<file path="src/qpwm_defines.svh">
// Behaviour
// RQ1: four 8-bit channels, or paired 16-bit channels
// RQ2: each channel has counter, period, duty
// RQ3: left-aligned or center-aligned mode by software
// RQ4: duty spans fully inactive to fully active; left-aligned duty 0 still holds the starting level at count 0
// RQ5: enabled channel buffers writes until rollover/disable
// RQ6: disabled channel writes buffer and latch together
// RQ7: counter write clears counter, latches buffers
// RQ8: counters are readable by software
// RQ9: enabled output overrides port; others stay port
// RQ10: upper pair: ch2 high, pin 2, ch3 clock
// RQ11: lower pair: ch0 high, pin 0, ch1 clock
// RQ12: clock A feeds ch0/1, clock B ch2/3
// RQ13: prescale field n divides E by 2^n
// RQ14: ch2/3 select: clear clock B, set S1
// RQ15: ch0/1 select: clear clock A, set S0
// RQ16: clock select change may glitch one pulse
// RQ17: polarity clear starts low, set starts high
// RQ18: both control registers read/write anytime
// RQ19: S = clock / (scale+1) / 2
// RQ20: channel 0 polarity behaves like others
// RQ21: enable forces pin output, direction bit kept
// RQ22: control register bit layout as specified
// RQ23: both control registers reset to zero
`ifndef QPWM_DEFINES_SVH
`define QPWM_DEFINES_SVH

// word indexes (byte address = index * 4)
`define QPWM_IDX_CLKPAIR 6'h00
`define QPWM_IDX_SELPOL 6'h01
`define QPWM_IDX_ENABLE 6'h02
`define QPWM_IDX_CONTROL 6'h03
`define QPWM_IDX_SCALE_LO 6'h04
`define QPWM_IDX_SCALE_UP 6'h05
`define QPWM_IDX_PORT_DIR 6'h06
`define QPWM_IDX_PORT_DATA 6'h07
// per-channel groups: index = {group, channel}
`define QPWM_GRP_CNT 4'h2
`define QPWM_GRP_PER 4'h3
`define QPWM_GRP_DTY 4'h4

// field positions
`define QPWM_PAIR_UP_BIT 7
`define QPWM_PAIR_LO_BIT 6
`define QPWM_CKA_MSB 5
`define QPWM_CKA_LSB 3
`define QPWM_CKB_MSB 2
`define QPWM_CKB_LSB 0
`define QPWM_SEL_MSB 7
`define QPWM_SEL_LSB 4
`define QPWM_POL_MSB 3
`define QPWM_POL_LSB 0
`define QPWM_CENTER_BIT 0

// reset values
`define QPWM_RST_BYTE 8'h00
`define QPWM_RST_NIB 4'h0
`define QPWM_RST_PRES 7'h00

`endif

</file>
<file path="src/qpwm_pkg.sv">
package qpwm_pkg;
	// one bit per port pin
	typedef logic [3:0] qpwm_pins_t;
	// counter direction in center-aligned mode
	typedef enum logic {QPWM_UP, QPWM_DOWN} qpwm_dir_t;
endpackage

</file>
<file path="src/qpwm.sv">
// Local design decisions: the Wishbone interface to the registers and the register offsets.
`timescale 1ns/1ps
`include "qpwm_defines.svh"

module qpwm (
	// clock, reset, freeze
	input wire logic clock,
	input wire logic nrst,
	input wire logic ce,
	// wishbone slave
	input wire logic wb_cyc_i,
	input wire logic wb_stb_i,
	input wire logic wb_we_i,
	input wire logic [7:0] wb_adr_i,
	input wire logic [3:0] wb_sel_i,
	input wire logic [31:0] wb_dat_i,
	output logic [31:0] wb_dat_o,
	output logic wb_ack_o,
	// shared port pins
	input wire qpwm_pkg::qpwm_pins_t pin_in,
	output qpwm_pkg::qpwm_pins_t pin_out,
	output qpwm_pkg::qpwm_pins_t pin_oe
);
	import qpwm_pkg::*;
	// one bus clock drives everything; clocks A, B, S0 and S1
	// are single-cycle enables, not real clocks, so nothing crosses domains

	// 17-bit result: direction bit over next count
	// shared by 8-bit channels (zero-extended) and the 16-bit pairs
	// trade-off: one wide step function instead of two narrow copies
	function automatic logic [16:0] step(input logic [15:0] c, input logic [15:0] p,
		input logic down, input logic center);
		logic [16:0] r;
		// default: count up, direction up
		r = {1'b0, c + 16'h0001};
		if (!center) begin
			// left: restart at zero on period match
			if (c >= p) begin
				r = {1'b0, 16'h0000};
			end
		end else if (!down) begin
			// center: turn round at period
			if (c >= p) begin
				r = {1'b1, (c == 16'h0000) ? c : c - 16'h0001};
			end
		end else if (c == 16'h0000) begin
			// center: bottom ends the period
			r = {1'b0, (p == 16'h0000) ? c : c + 16'h0001};
		end else begin
			r = {1'b1, c - 16'h0001};
		end
		return r;
	endfunction

	// control registers
	// at most byte-wide, carried in bits 7:0 of the bus word
	logic [7:0] clkpair; // pairing and prescale
	logic [7:0] selpol; // clock selects and polarities
	logic [3:0] enable; // channel enables
	logic center; // center-aligned mode
	logic [7:0] scale [2]; // scale values lower/upper
	logic [3:0] port_dir; // port direction, never altered by enables
	logic [3:0] port_data; // port output data

	// channel state
	// buffers take every write; latches feed the compare
	logic [7:0] cnt [4]; // live counters
	qpwm_dir_t dir [4]; // count direction
	logic [7:0] per_buf [4]; // period as written
	logic [7:0] dty_buf [4]; // duty as written
	logic [7:0] per_act [4]; // period in use
	logic [7:0] dty_act [4]; // duty in use
	logic [3:0] wave; // registered waveform

	// clock generation
	// masks turn the 3-bit prescale fields into tick conditions
	// an S tick needs two reload passes of its scaler
	logic [6:0] pres; // free-running prescaler
	logic [7:0] scnt [2]; // scale down-counters
	logic [1:0] shalf; // final halving stage
	logic [1:0] ab_tick; // clock A / clock B enables
	logic [1:0] s_tick; // S0 / S1 enables
	logic [6:0] mask [2]; // prescaler match masks

	// pin input synchroniser
	// stage 1 may go metastable, so only stage 2 reads it
	logic [3:0] pin_s1;
	logic [3:0] pin_s2;
	logic [3:0] pin_s3;
	logic [3:0] pin_q; // accepted pin level
	logic [3:0] agree;

	// bus decode
	// only byte lane 0 carries data; other lanes read zero
	// unmapped indexes are still acked, writes to them dropped
	logic ack;
	logic [31:0] rdat;
	wire req = wb_cyc_i & wb_stb_i;
	wire [5:0] idx = wb_adr_i[7:2];
	// write lands on the edge the master sees ack
	wire wr = req & wb_we_i & ack & wb_sel_i[0];
	wire [7:0] wdat = wb_dat_i[7:0];
	wire [3:0] grp = idx[5:2];
	wire [1:0] sub = idx[1:0];
	wire wr_clkpair = wr & (idx == `QPWM_IDX_CLKPAIR);
	wire wr_selpol = wr & (idx == `QPWM_IDX_SELPOL);
	wire wr_enable = wr & (idx == `QPWM_IDX_ENABLE);
	wire wr_control = wr & (idx == `QPWM_IDX_CONTROL);
	wire wr_scale_lo = wr & (idx == `QPWM_IDX_SCALE_LO);
	wire wr_scale_up = wr & (idx == `QPWM_IDX_SCALE_UP);
	wire wr_port_dir = wr & (idx == `QPWM_IDX_PORT_DIR);
	wire wr_port_data = wr & (idx == `QPWM_IDX_PORT_DATA);
	wire [1:0] wr_scale = {wr_scale_up, wr_scale_lo};

	// named fields
	// pairing bits sit on top, clock fields below
	// RQ22 field layout
	wire [1:0] pair = {clkpair[`QPWM_PAIR_UP_BIT], clkpair[`QPWM_PAIR_LO_BIT]};
	wire [2:0] cka = clkpair[`QPWM_CKA_MSB:`QPWM_CKA_LSB];
	wire [2:0] ckb = clkpair[`QPWM_CKB_MSB:`QPWM_CKB_LSB];
	wire [3:0] sel = selpol[`QPWM_SEL_MSB:`QPWM_SEL_LSB];
	wire [3:0] pol = selpol[`QPWM_POL_MSB:`QPWM_POL_LSB];

	// read selection; unmapped reads zero
	// port data reads the data register where port_dir is set, the pin elsewhere
	// RQ8 counters readable
	wire [7:0] rd_byte =
		(idx == `QPWM_IDX_CLKPAIR) ? clkpair :
		(idx == `QPWM_IDX_SELPOL) ? selpol :
		(idx == `QPWM_IDX_ENABLE) ? {4'h0, enable} :
		(idx == `QPWM_IDX_CONTROL) ? {7'h00, center} :
		(idx == `QPWM_IDX_SCALE_LO) ? scale[0] :
		(idx == `QPWM_IDX_SCALE_UP) ? scale[1] :
		(idx == `QPWM_IDX_PORT_DIR) ? {4'h0, port_dir} :
		(idx == `QPWM_IDX_PORT_DATA) ? {4'h0, (port_data & port_dir) | (pin_q & ~port_dir)} :
		(grp == `QPWM_GRP_CNT) ? cnt[sub] :
		(grp == `QPWM_GRP_PER) ? per_buf[sub] :
		(grp == `QPWM_GRP_DTY) ? dty_buf[sub] :
		`QPWM_RST_BYTE;

	assign wb_ack_o = ack;
	assign wb_dat_o = rdat;

	// ack one cycle after request, dropped the cycle after
	// read data is registered together with the ack
	// limitation: ack freezes with ce, so keep ce high across
	// a bus cycle or a write seen as acked may not land
	always_ff @(posedge clock) begin
		if (!nrst) begin
			ack <= 1'b0;
			rdat <= 32'h00000000;
		end else if (ce) begin
			ack <= req & ~ack;
			rdat <= {24'h000000, rd_byte};
		end
	end

	// control registers
	// RQ18 writable anytime
	always_ff @(posedge clock) begin
		if (!nrst) begin
			// RQ23 zero reset
			clkpair <= `QPWM_RST_BYTE;
			selpol <= `QPWM_RST_BYTE;
			enable <= `QPWM_RST_NIB;
			center <= 1'b0;
			port_dir <= `QPWM_RST_NIB;
			port_data <= `QPWM_RST_NIB;
		end else if (ce) begin
			if (wr_clkpair) begin
				clkpair <= wdat;
			end
			if (wr_selpol) begin
				selpol <= wdat;
			end
			// enables reach the pins one cycle after the write lands
			if (wr_enable) begin
				enable <= wdat[3:0];
			end
			// alignment should only change with channels off
			if (wr_control) begin
				// RQ3 alignment select
				center <= wdat[`QPWM_CENTER_BIT];
			end
			// direction stays as written; enables override it at the pin only
			if (wr_port_dir) begin
				port_dir <= wdat[3:0];
			end
			if (wr_port_data) begin
				port_data <= wdat[3:0];
			end
		end
	end

	// prescaler runs on the E clock
	// free-running even with all channels off: costs some power,
	// but keeps clocks A and B in a fixed phase
	always_ff @(posedge clock) begin
		if (!nrst) begin
			pres <= `QPWM_RST_PRES;
		end else if (ce) begin
			pres <= pres + 7'h01;
		end
	end

	// RQ13 divide by 2^n: tick when low n bits are all ones
	// n = 0 gives an empty mask, so the clock ticks every cycle
	assign mask[0] = 7'((8'h01 << cka) - 8'h01);
	assign mask[1] = 7'((8'h01 << ckb) - 8'h01);

	// pin synchroniser; a level counts once stages 2 and 3 agree
	// a one-cycle mismatch between stages 2 and 3 is ignored
	assign agree = ~(pin_s2 ^ pin_s3);
	always_ff @(posedge clock) begin
		if (!nrst) begin
			pin_s1 <= `QPWM_RST_NIB;
			pin_s2 <= `QPWM_RST_NIB;
			pin_s3 <= `QPWM_RST_NIB;
			pin_q <= `QPWM_RST_NIB;
		end else if (ce) begin
			pin_s1 <= pin_in;
			pin_s2 <= pin_s1;
			pin_s3 <= pin_s2;
			pin_q <= (pin_q & ~agree) | (pin_s2 & agree);
		end
	end

	// per pair: clock A/B, scaled S0/S1, and the 16-bit counter path
	// 16-bit results, used only while a pair is joined
	logic [16:0] pair_nxt [2];
	logic [1:0] pair_roll;
	logic [1:0] pair_wave;
	// pair 0 runs from clock A, pair 1 from clock B
	genvar p;
	generate
		for (p = 0; p < 2; p++) begin : g_pair
			localparam int H = 2 * p;
			// high byte from the even channel, low byte from the odd one
			wire [15:0] pc = {cnt[H], cnt[H + 1]};
			wire [15:0] pp = {per_act[H], per_act[H + 1]};
			wire [15:0] pd = {dty_act[H], dty_act[H + 1]};
			wire pdown = (dir[H] == QPWM_DOWN);

			// RQ12 clock A for lower pair, B for upper
			assign ab_tick[p] = ((pres & mask[p]) == mask[p]);
			// RQ19 halve after every second reload
			assign s_tick[p] = ab_tick[p] & (scnt[p] == 8'h00) & shalf[p];

			// scaler: write reloads, zero reloads
			// a scale write also restarts the halving so S starts clean
			always_ff @(posedge clock) begin
				if (!nrst) begin
					scnt[p] <= `QPWM_RST_BYTE;
					scale[p] <= `QPWM_RST_BYTE;
					shalf[p] <= 1'b0;
				end else if (ce) begin
					if (wr_scale[p]) begin
						scale[p] <= wdat;
						scnt[p] <= wdat;
						shalf[p] <= 1'b0;
					end else if (ab_tick[p]) begin
						// RQ19 divide by scale plus one
						if (scnt[p] == 8'h00) begin
							scnt[p] <= scale[p];
							shalf[p] <= ~shalf[p];
						end else begin
							scnt[p] <= scnt[p] - 8'h01;
						end
					end
				end
			end

			// RQ1 concatenated 16-bit counter
			assign pair_nxt[p] = step(pc, pp, pdown, center);
			assign pair_roll[p] = center ? (pdown & (pc == 16'h0000)) : (pc >= pp);
			// RQ17 polarity sets the starting level
			assign pair_wave[p] = pol[H] ^ ((pd < pp) & (center ? (pc >= pd) : (pc > pd)));
		end
	endgenerate

	// per channel
	// each pair of channels shares one clock A/B and one scaled clock
	logic [3:0] drive; // pwm owns the pin
	logic [3:0] tick_ch; // selected channel clock
	genvar i;
	generate
		for (i = 0; i < 4; i++) begin : g_ch
			localparam int P = i / 2;
			localparam int H = 2 * P;
			localparam bit IS_HIGH = (i == H);
			// RQ10 RQ11 pairing takes high-byte pin, low-byte clock
			// the low byte of a pair keeps its own registers
			// but follows the pair's enable and clock
			wire cat = pair[P];
			wire en_eff = cat ? enable[H] : enable[i];
			// RQ14 RQ15 select A/B or S0/S1
			// RQ16 plain mux, a switch may clip one pulse
			assign tick_ch[i] = sel[i] ? s_tick[P] : ab_tick[P];
			wire tick_eff = cat ? tick_ch[H + 1] : tick_ch[i];
			wire down = (dir[i] == QPWM_DOWN);
			// RQ2 own counter, period and duty
			wire [16:0] one_nxt = step({8'h00, cnt[i]}, {8'h00, per_act[i]}, down, center);
			// rollover ends the period in either alignment
			wire one_roll = center ? (down & (cnt[i] == 8'h00)) : (cnt[i] >= per_act[i]);
			// RQ4 duty at or above period holds one level
			// RQ20 same polarity rule on every channel
			wire one_wave = pol[i] ^ ((dty_act[i] < per_act[i]) &
				(center ? (cnt[i] >= dty_act[i]) : (cnt[i] > dty_act[i])));
			wire [7:0] nxt_cnt = cat ? (IS_HIGH ? pair_nxt[P][15:8] : pair_nxt[P][7:0]) :
				one_nxt[7:0];
			wire nxt_down = cat ? pair_nxt[P][16] : one_nxt[16];
			wire roll_eff = cat ? pair_roll[P] : one_roll;
			// counter write decode for both halves of the pair
			wire wr_cnt_h = wr & (idx == {`QPWM_GRP_CNT, 2'(H)});
			wire wr_cnt_l = wr & (idx == {`QPWM_GRP_CNT, 2'(H + 1)});
			wire wr_cnt_i = wr & (idx == {`QPWM_GRP_CNT, 2'(i)});
			// either half clears the whole paired counter
			wire cnt_clr = cat ? (wr_cnt_h | wr_cnt_l) : wr_cnt_i;
			wire wr_per = wr & (idx == {`QPWM_GRP_PER, 2'(i)});
			wire wr_dty = wr & (idx == {`QPWM_GRP_DTY, 2'(i)});
			// bytes that the latches would take this cycle
			wire [7:0] next_per = wr_per ? wdat : per_buf[i];
			wire [7:0] next_dty = wr_dty ? wdat : dty_buf[i];
			// RQ5 latch only on rollover, on a counter write or while disabled
			wire load = ~en_eff | cnt_clr | (tick_eff & roll_eff);

			// RQ9 enabled channel drives its pin; paired low pin stays port
			assign drive[i] = en_eff & (IS_HIGH | ~cat);

			always_ff @(posedge clock) begin
				if (!nrst) begin
					cnt[i] <= `QPWM_RST_BYTE;
					dir[i] <= QPWM_UP;
					per_buf[i] <= `QPWM_RST_BYTE;
					dty_buf[i] <= `QPWM_RST_BYTE;
					per_act[i] <= `QPWM_RST_BYTE;
					dty_act[i] <= `QPWM_RST_BYTE;
				end else if (ce) begin
					// buffers always take the write; counter holds while off, except that a counter write still clears it
					per_buf[i] <= next_per;
					dty_buf[i] <= next_dty;
					// RQ7 counter write restarts the period
					if (cnt_clr) begin
						cnt[i] <= `QPWM_RST_BYTE;
						dir[i] <= QPWM_UP;
					end else if (en_eff & tick_eff) begin
						cnt[i] <= nxt_cnt;
						dir[i] <= nxt_down ? QPWM_DOWN : QPWM_UP;
					end
					// RQ6 disabled: write passes straight to the latch
					if (load) begin
						per_act[i] <= next_per;
						dty_act[i] <= next_dty;
					end
				end
			end

			// waveform and pin drivers from flops
			// two flop stages: counter to wave, wave to pin
			always_ff @(posedge clock) begin
				if (!nrst) begin
					wave[i] <= 1'b0;
					pin_out[i] <= 1'b0;
					pin_oe[i] <= 1'b0;
				end else if (ce) begin
					// wave lags the counter by one cycle
					wave[i] <= cat ? pair_wave[P] : one_wave;
					// a released pin shows the port data register
					pin_out[i] <= drive[i] ? wave[i] : port_data[i];
					// RQ21 enable forces output, direction bit untouched
					pin_oe[i] <= drive[i] | port_dir[i];
				end
			end
		end
	endgenerate

endmodule

</file>
<file path="config.mk">
export PLATFORM = sky130hd
export DESIGN_NAME = qpwm
export DESIGN_NICKNAME = d
export VERILOG_FILES = /design/src/qpwm_pkg.sv /design/src/qpwm.sv
export VERILOG_INCLUDE_DIRS = /design/src /design/src/src
export SDC_FILE = /design/constraint.sdc
export NUM_CORES = 1
export LEC_CHECK = 0
export ABC_AREA = 1
export BUFFER_PORTS_ARGS = -buffer_cell sky130_fd_sc_hd__buf_4
export CELL_PAD_IN_SITES_DETAIL_PLACEMENT = 0
export CELL_PAD_IN_SITES_GLOBAL_PLACEMENT = 1
export CORE_ASPECT_RATIO = 1.2
export CORE_UTILIZATION = 47
export CTS_BUF_LIST = sky130_fd_sc_hd__clkbuf_2
export CTS_CLUSTER_SIZE = 8
export DETAILED_ROUTE_END_ITERATION = 10
export GPL_TIMING_DRIVEN = 0
export PLACE_DENSITY = 0.79
export SETUP_SLACK_MARGIN = 0.15
export SLEW_MARGIN = 10
export SYNTH_ARGS = -nofsm -noshare
export SYNTH_HDL_FRONTEND = slang
export SYNTH_SLANG_ARGS = --single-unit
</file>
<file path="constraint.sdc">
create_clock -name clock -period 3.01 [get_ports clock]
set_clock_uncertainty 0.05 [all_clocks]
set_input_delay 0.4515 -clock clock [delete_from_list [all_inputs] [get_ports clock]]
set_output_delay 0.4515 -clock clock [all_outputs]
set_load 0.005 [all_outputs]
</file>
==> flow_metrics.py <==
metrics = {
    "setup_path": {
        "cp_max_fo": 8,
        "crit_type": "reg2reg",
        "crit_chain": "ha_4 -> nand2_1 -> nand2_1 -> nand2_1 -> nand2_1 -> nand2_1 -> nand4_1 -> inv_1 -> o21ai_4 -> nand4_4 -> nand2_2 -> nand2_2 -> nand2_4",
        "cp-start-kind": "flip-flop",
        "path_common_cell": "nand2_1",
        "worstPathRequired_ns": 3.68,
        "reg2reg_slack_ns": 0.21,
        "max_stage_delay_ns": 0.58,
        "arrival_ns": 3.47,
        "cp-end-kind": "flip-flop",
        "crit_path_top_delay_cell": "edfxtp_1",
    },
    "sta": {
        "hold_ws_ns": 0.0577,
        "fmax_mhz": 357,
        "slew_headroom": 0.276,
        "final-setup-viol-count": 0,
        "drv_slew": 0,
        "tightest_slew_ns": 1.09,
        "fin_crit_sh": 0.930,
        "hold_violations": 0,
        "grt_setup_unrepaired": "false",
        "fin_crit_ns": 2.80,
    },
    "flow_run": {
        "timing.max_cap.violations": 0,
    },
    "detailed_routing": {
        "post_drt_wl_per_cell_um": 21.7,
        "vias": 19430,
        "vias_per_cell": 5.69,
        "drc": 0,
        "drtIter0Drc": 1900,
        "first_pass_iters": 6,
        "routed_wl_um": 74000,
        "ant_nets": 0,
    },
    "cells_and_area": {
        "finish.instance_area_um2": 22500,
        "fin_cells": 3412,
        "filler_cell_count": 4059,
        "final_nets": 2985,
        "syn2layout_area_growth_pct": 14.5,
        "multiInputGateArea_um2": 10700,
        "register_area_um2": 7380,
        "drive_gt1_frac": 0.144,
    },
    "logic_synthesis": {
        "synth_cells": 2601,
        "yosysWarnings": 0,
        "synth_top_area_frac": 0.299,
        "synth-seq-area-share": 0.376,
        "synthAdderAreaFrac": 0.0734,
        "synth_area_leaders": "edfxtp_1, nand2_1, dfxtp_1",
        "ys_types": 63,
        "synth_edf_count": 195,
        "synth_compound_area_frac": 0.164,
        "async_flop_share": 0,
        "synth_flop_cell": "edfxtp_1",
        "ys_seq_elements": 271,
        "synthMuxAreaShare": 0.00204,
        "synthSimpleGateAreaFrac": 0.260,
        "syn_area_per_cell_um2": 7.54,
        "synth_xor_area_frac": 0.0304,
        "synth_top_family_by_area": "simple AND/OR/NAND/NOR gates",
        "synthesis.area_um2": 19600,
        "yosys.area.top_type": "edfxtp_1",
    },
    "global_routing": {
        "grt_max_degree": 58,
        "grt_pass1_wl_um": 109000,
        "grt_antenna_before_repair": 1,
        "grt_pass1_vias": 18381,
        "grt_use_total": 0.346,
        "overflow": 0,
    },
    "place": {
        "placed_area_um2": 20700,
        "io_buffers": 38,
        "numPlacedInstances": 3202,
        "place_congestion": 0.988,
        "dpl.hpwl_um": 54700,
    },
    "floorplan": {
        "io_pins": 95,
        "core_area_um2": 40900,
        "rows": 81,
        "die_area_um2": 42600,
        "die_h_um": 226,
        "chipWidth_um": 188,
        "start_util": 0.479,
    },
    "clock_tree": {
        "cts_tree": "built",
        "cts_buffers": 75,
        "clkTransAtPathRegs_ns": 0.11,
        "clkSinkCount": 271,
        "cts.path.max_buffers": 3,
        "cts_max_level": 3,
        "clock_latency_ns": 1.11,
        "cts-root-buf": "clkbuf_2",
    },
    "power_and_ir_drop": {
        "max-vdd-ir-drop_uv": 328,
        "leakage_uw": 0.0101,
        "p_per_area_nw_per_um2": 409,
    },
    "worst_hold_path": {
        "min_path_type": "in2reg",
    },
    "run_status": {
        "status": "finished, final reports clean",
    },
}
-- repair_timing --
| item | 4_1_cts | 5_1_grt |
|---|---|---|
| pin swaps | 7 | 16 |
| endpoints found under the hold margin | 115 | 0 |
| gates resized for setup | 43 | 37 |
| cloned | 2 | 1 |
| setup buffers | 31 | 20 |
| endpoints found under the setup margin | 173 | 116 |
| hold buffers | 22 | 0 |
-- synth_stat cells (all sizes together), types with 7 or more instances --
cell	n
o22ai	7
o31ai	8
nand4	53
clkinv	12
a21boi	65
nor2	276
o211ai	8
ha	115
edfxtp	195
a22oi	12
dfxtp	76
a21o	7
inv	317
a211oi	28
nand3	164
xor2	62
clkbuf	41
a21oi	194
o21ai	198
nor3	34
nand2	607
buf	70
-- layout make-up --
class                   instances  share of cell area
multi-input cells            1916               0.478
clock inverters                39              0.0145
clock buffers                  92              0.0205
flip-flops and latches        271               0.328
repair buffers                112              0.0439
plain buffers                 111              0.0285
inverters                     329              0.0559
well taps                     539              0.0300
diodes                          3            0.000334
-- layer usage --
layer	wire, um	up-vias	track usage
li1	-	9199	-
met1	29800	9155	0.427
met2	34800	868	0.572
met3	5420	208	0.0594
met4	3980	0	0.191
met5	0	-	0
-- sequential cells by signal (all words and copies together), names as in the netlist, 16 cells and up, named ones only --
name,flops
per_buf,32
scnt,16
dty_buf,32
per_act,32
scale,16
cnt,32
dty_act,32
-- placed cells by master (no fill, tap or decap), types with 7 or more instances in the layout --
master	n
nand2_1	582
inv_1	287
nor2_1	244
edfxtp_1	195
a21oi_1	189
o21ai_0	187
nand3_1	151
buf_4	124
ha_1	111
clkbuf_2	97
dfxtp_1	76
xor2_1	62
nand4_1	50
a21boi_1	44
clkbuf_1	36
inv_2	28
clkinv_1	27
nor3_1	24
conb_1	24
a211oi_1	23
dlygate4sd3_1	22
a21boi_0	20
nand2_2	18
buf_2	18
nor2_4	16
nor2_2	15
a22oi_1	12
clkinv_2	12
nand2_4	10
o21ai_1	9
o31ai_1	8
o211ai_1	8
nand3_2	7
a21o_1	7
o22ai_1	7
-- cells by family after synthesis --
| kind of cell | Yosys count |
|---|---|
| and+or+nand+nor | 1148 |
| AOI/OAI and AO/OA | 554 |
| buffers and inverters | 440 |
| DFF | 271 |
| adders and majority gates | 115 |
| xor gates and xnor gates | 68 |
| muxes | 4 |
| other | 1 |
-- per-stage QoR --
stage	total power, uW	setup WS [ns]	setup TNS, ns	util
3_3_place_gp	5860	-1.09	-135.69	0.505
4_1_cts	9160	0.151	0	0.540
5_1_grt	9570	0.110	0	0.549
3_5_place_dp	5880	-1.10	-62.40	0.505
6_report	9190	0.212	0	0.549
2_1_floorplan	5360	0.231	0	-
-- power by group --
part           switching [uW]  leakage (uW)  internal, uW
Clock                    1830      0.000549          1380
Combinational            1120       0.00685           567
Sequential                117       0.00273          4170
Total                    3070        0.0101          6120
-- critical path: cells and delay by family (launching register included) --
| kind | cells | cell delay (ns) |
|---|---|---|
| flops | 1 | 0.58 |
| buf+inv | 1 | 0.10 |
| compound gates | 1 | 0.18 |
| fa+ha+maj | 1 | 0.35 |
| simple gates | 10 | 1.13 |
-- path summary, 6_finish.rpt --
| check | start | to | depth (start not counted) |
|---|---|---|---|
| max | cnt[1][1]$_SDFFCE_PP0P_ | dty_act[0][13]$_SDFFCE_PN0P_ | 13 |
| min | wb_adr_i[4] | wb_dat_o[3]$_SDFFE_PN0P_ | 8 |
| max reg2reg | cnt[1][1]$_SDFFCE_PP0P_ | dty_act[0][13]$_SDFFCE_PN0P_ | 13 |
| min reg2reg | pin_oe[0]$_SDFFE_PN0P_ | pin_oe[0]$_SDFFE_PN0P_ | 2 |
(Power assumes the default switching activity.)
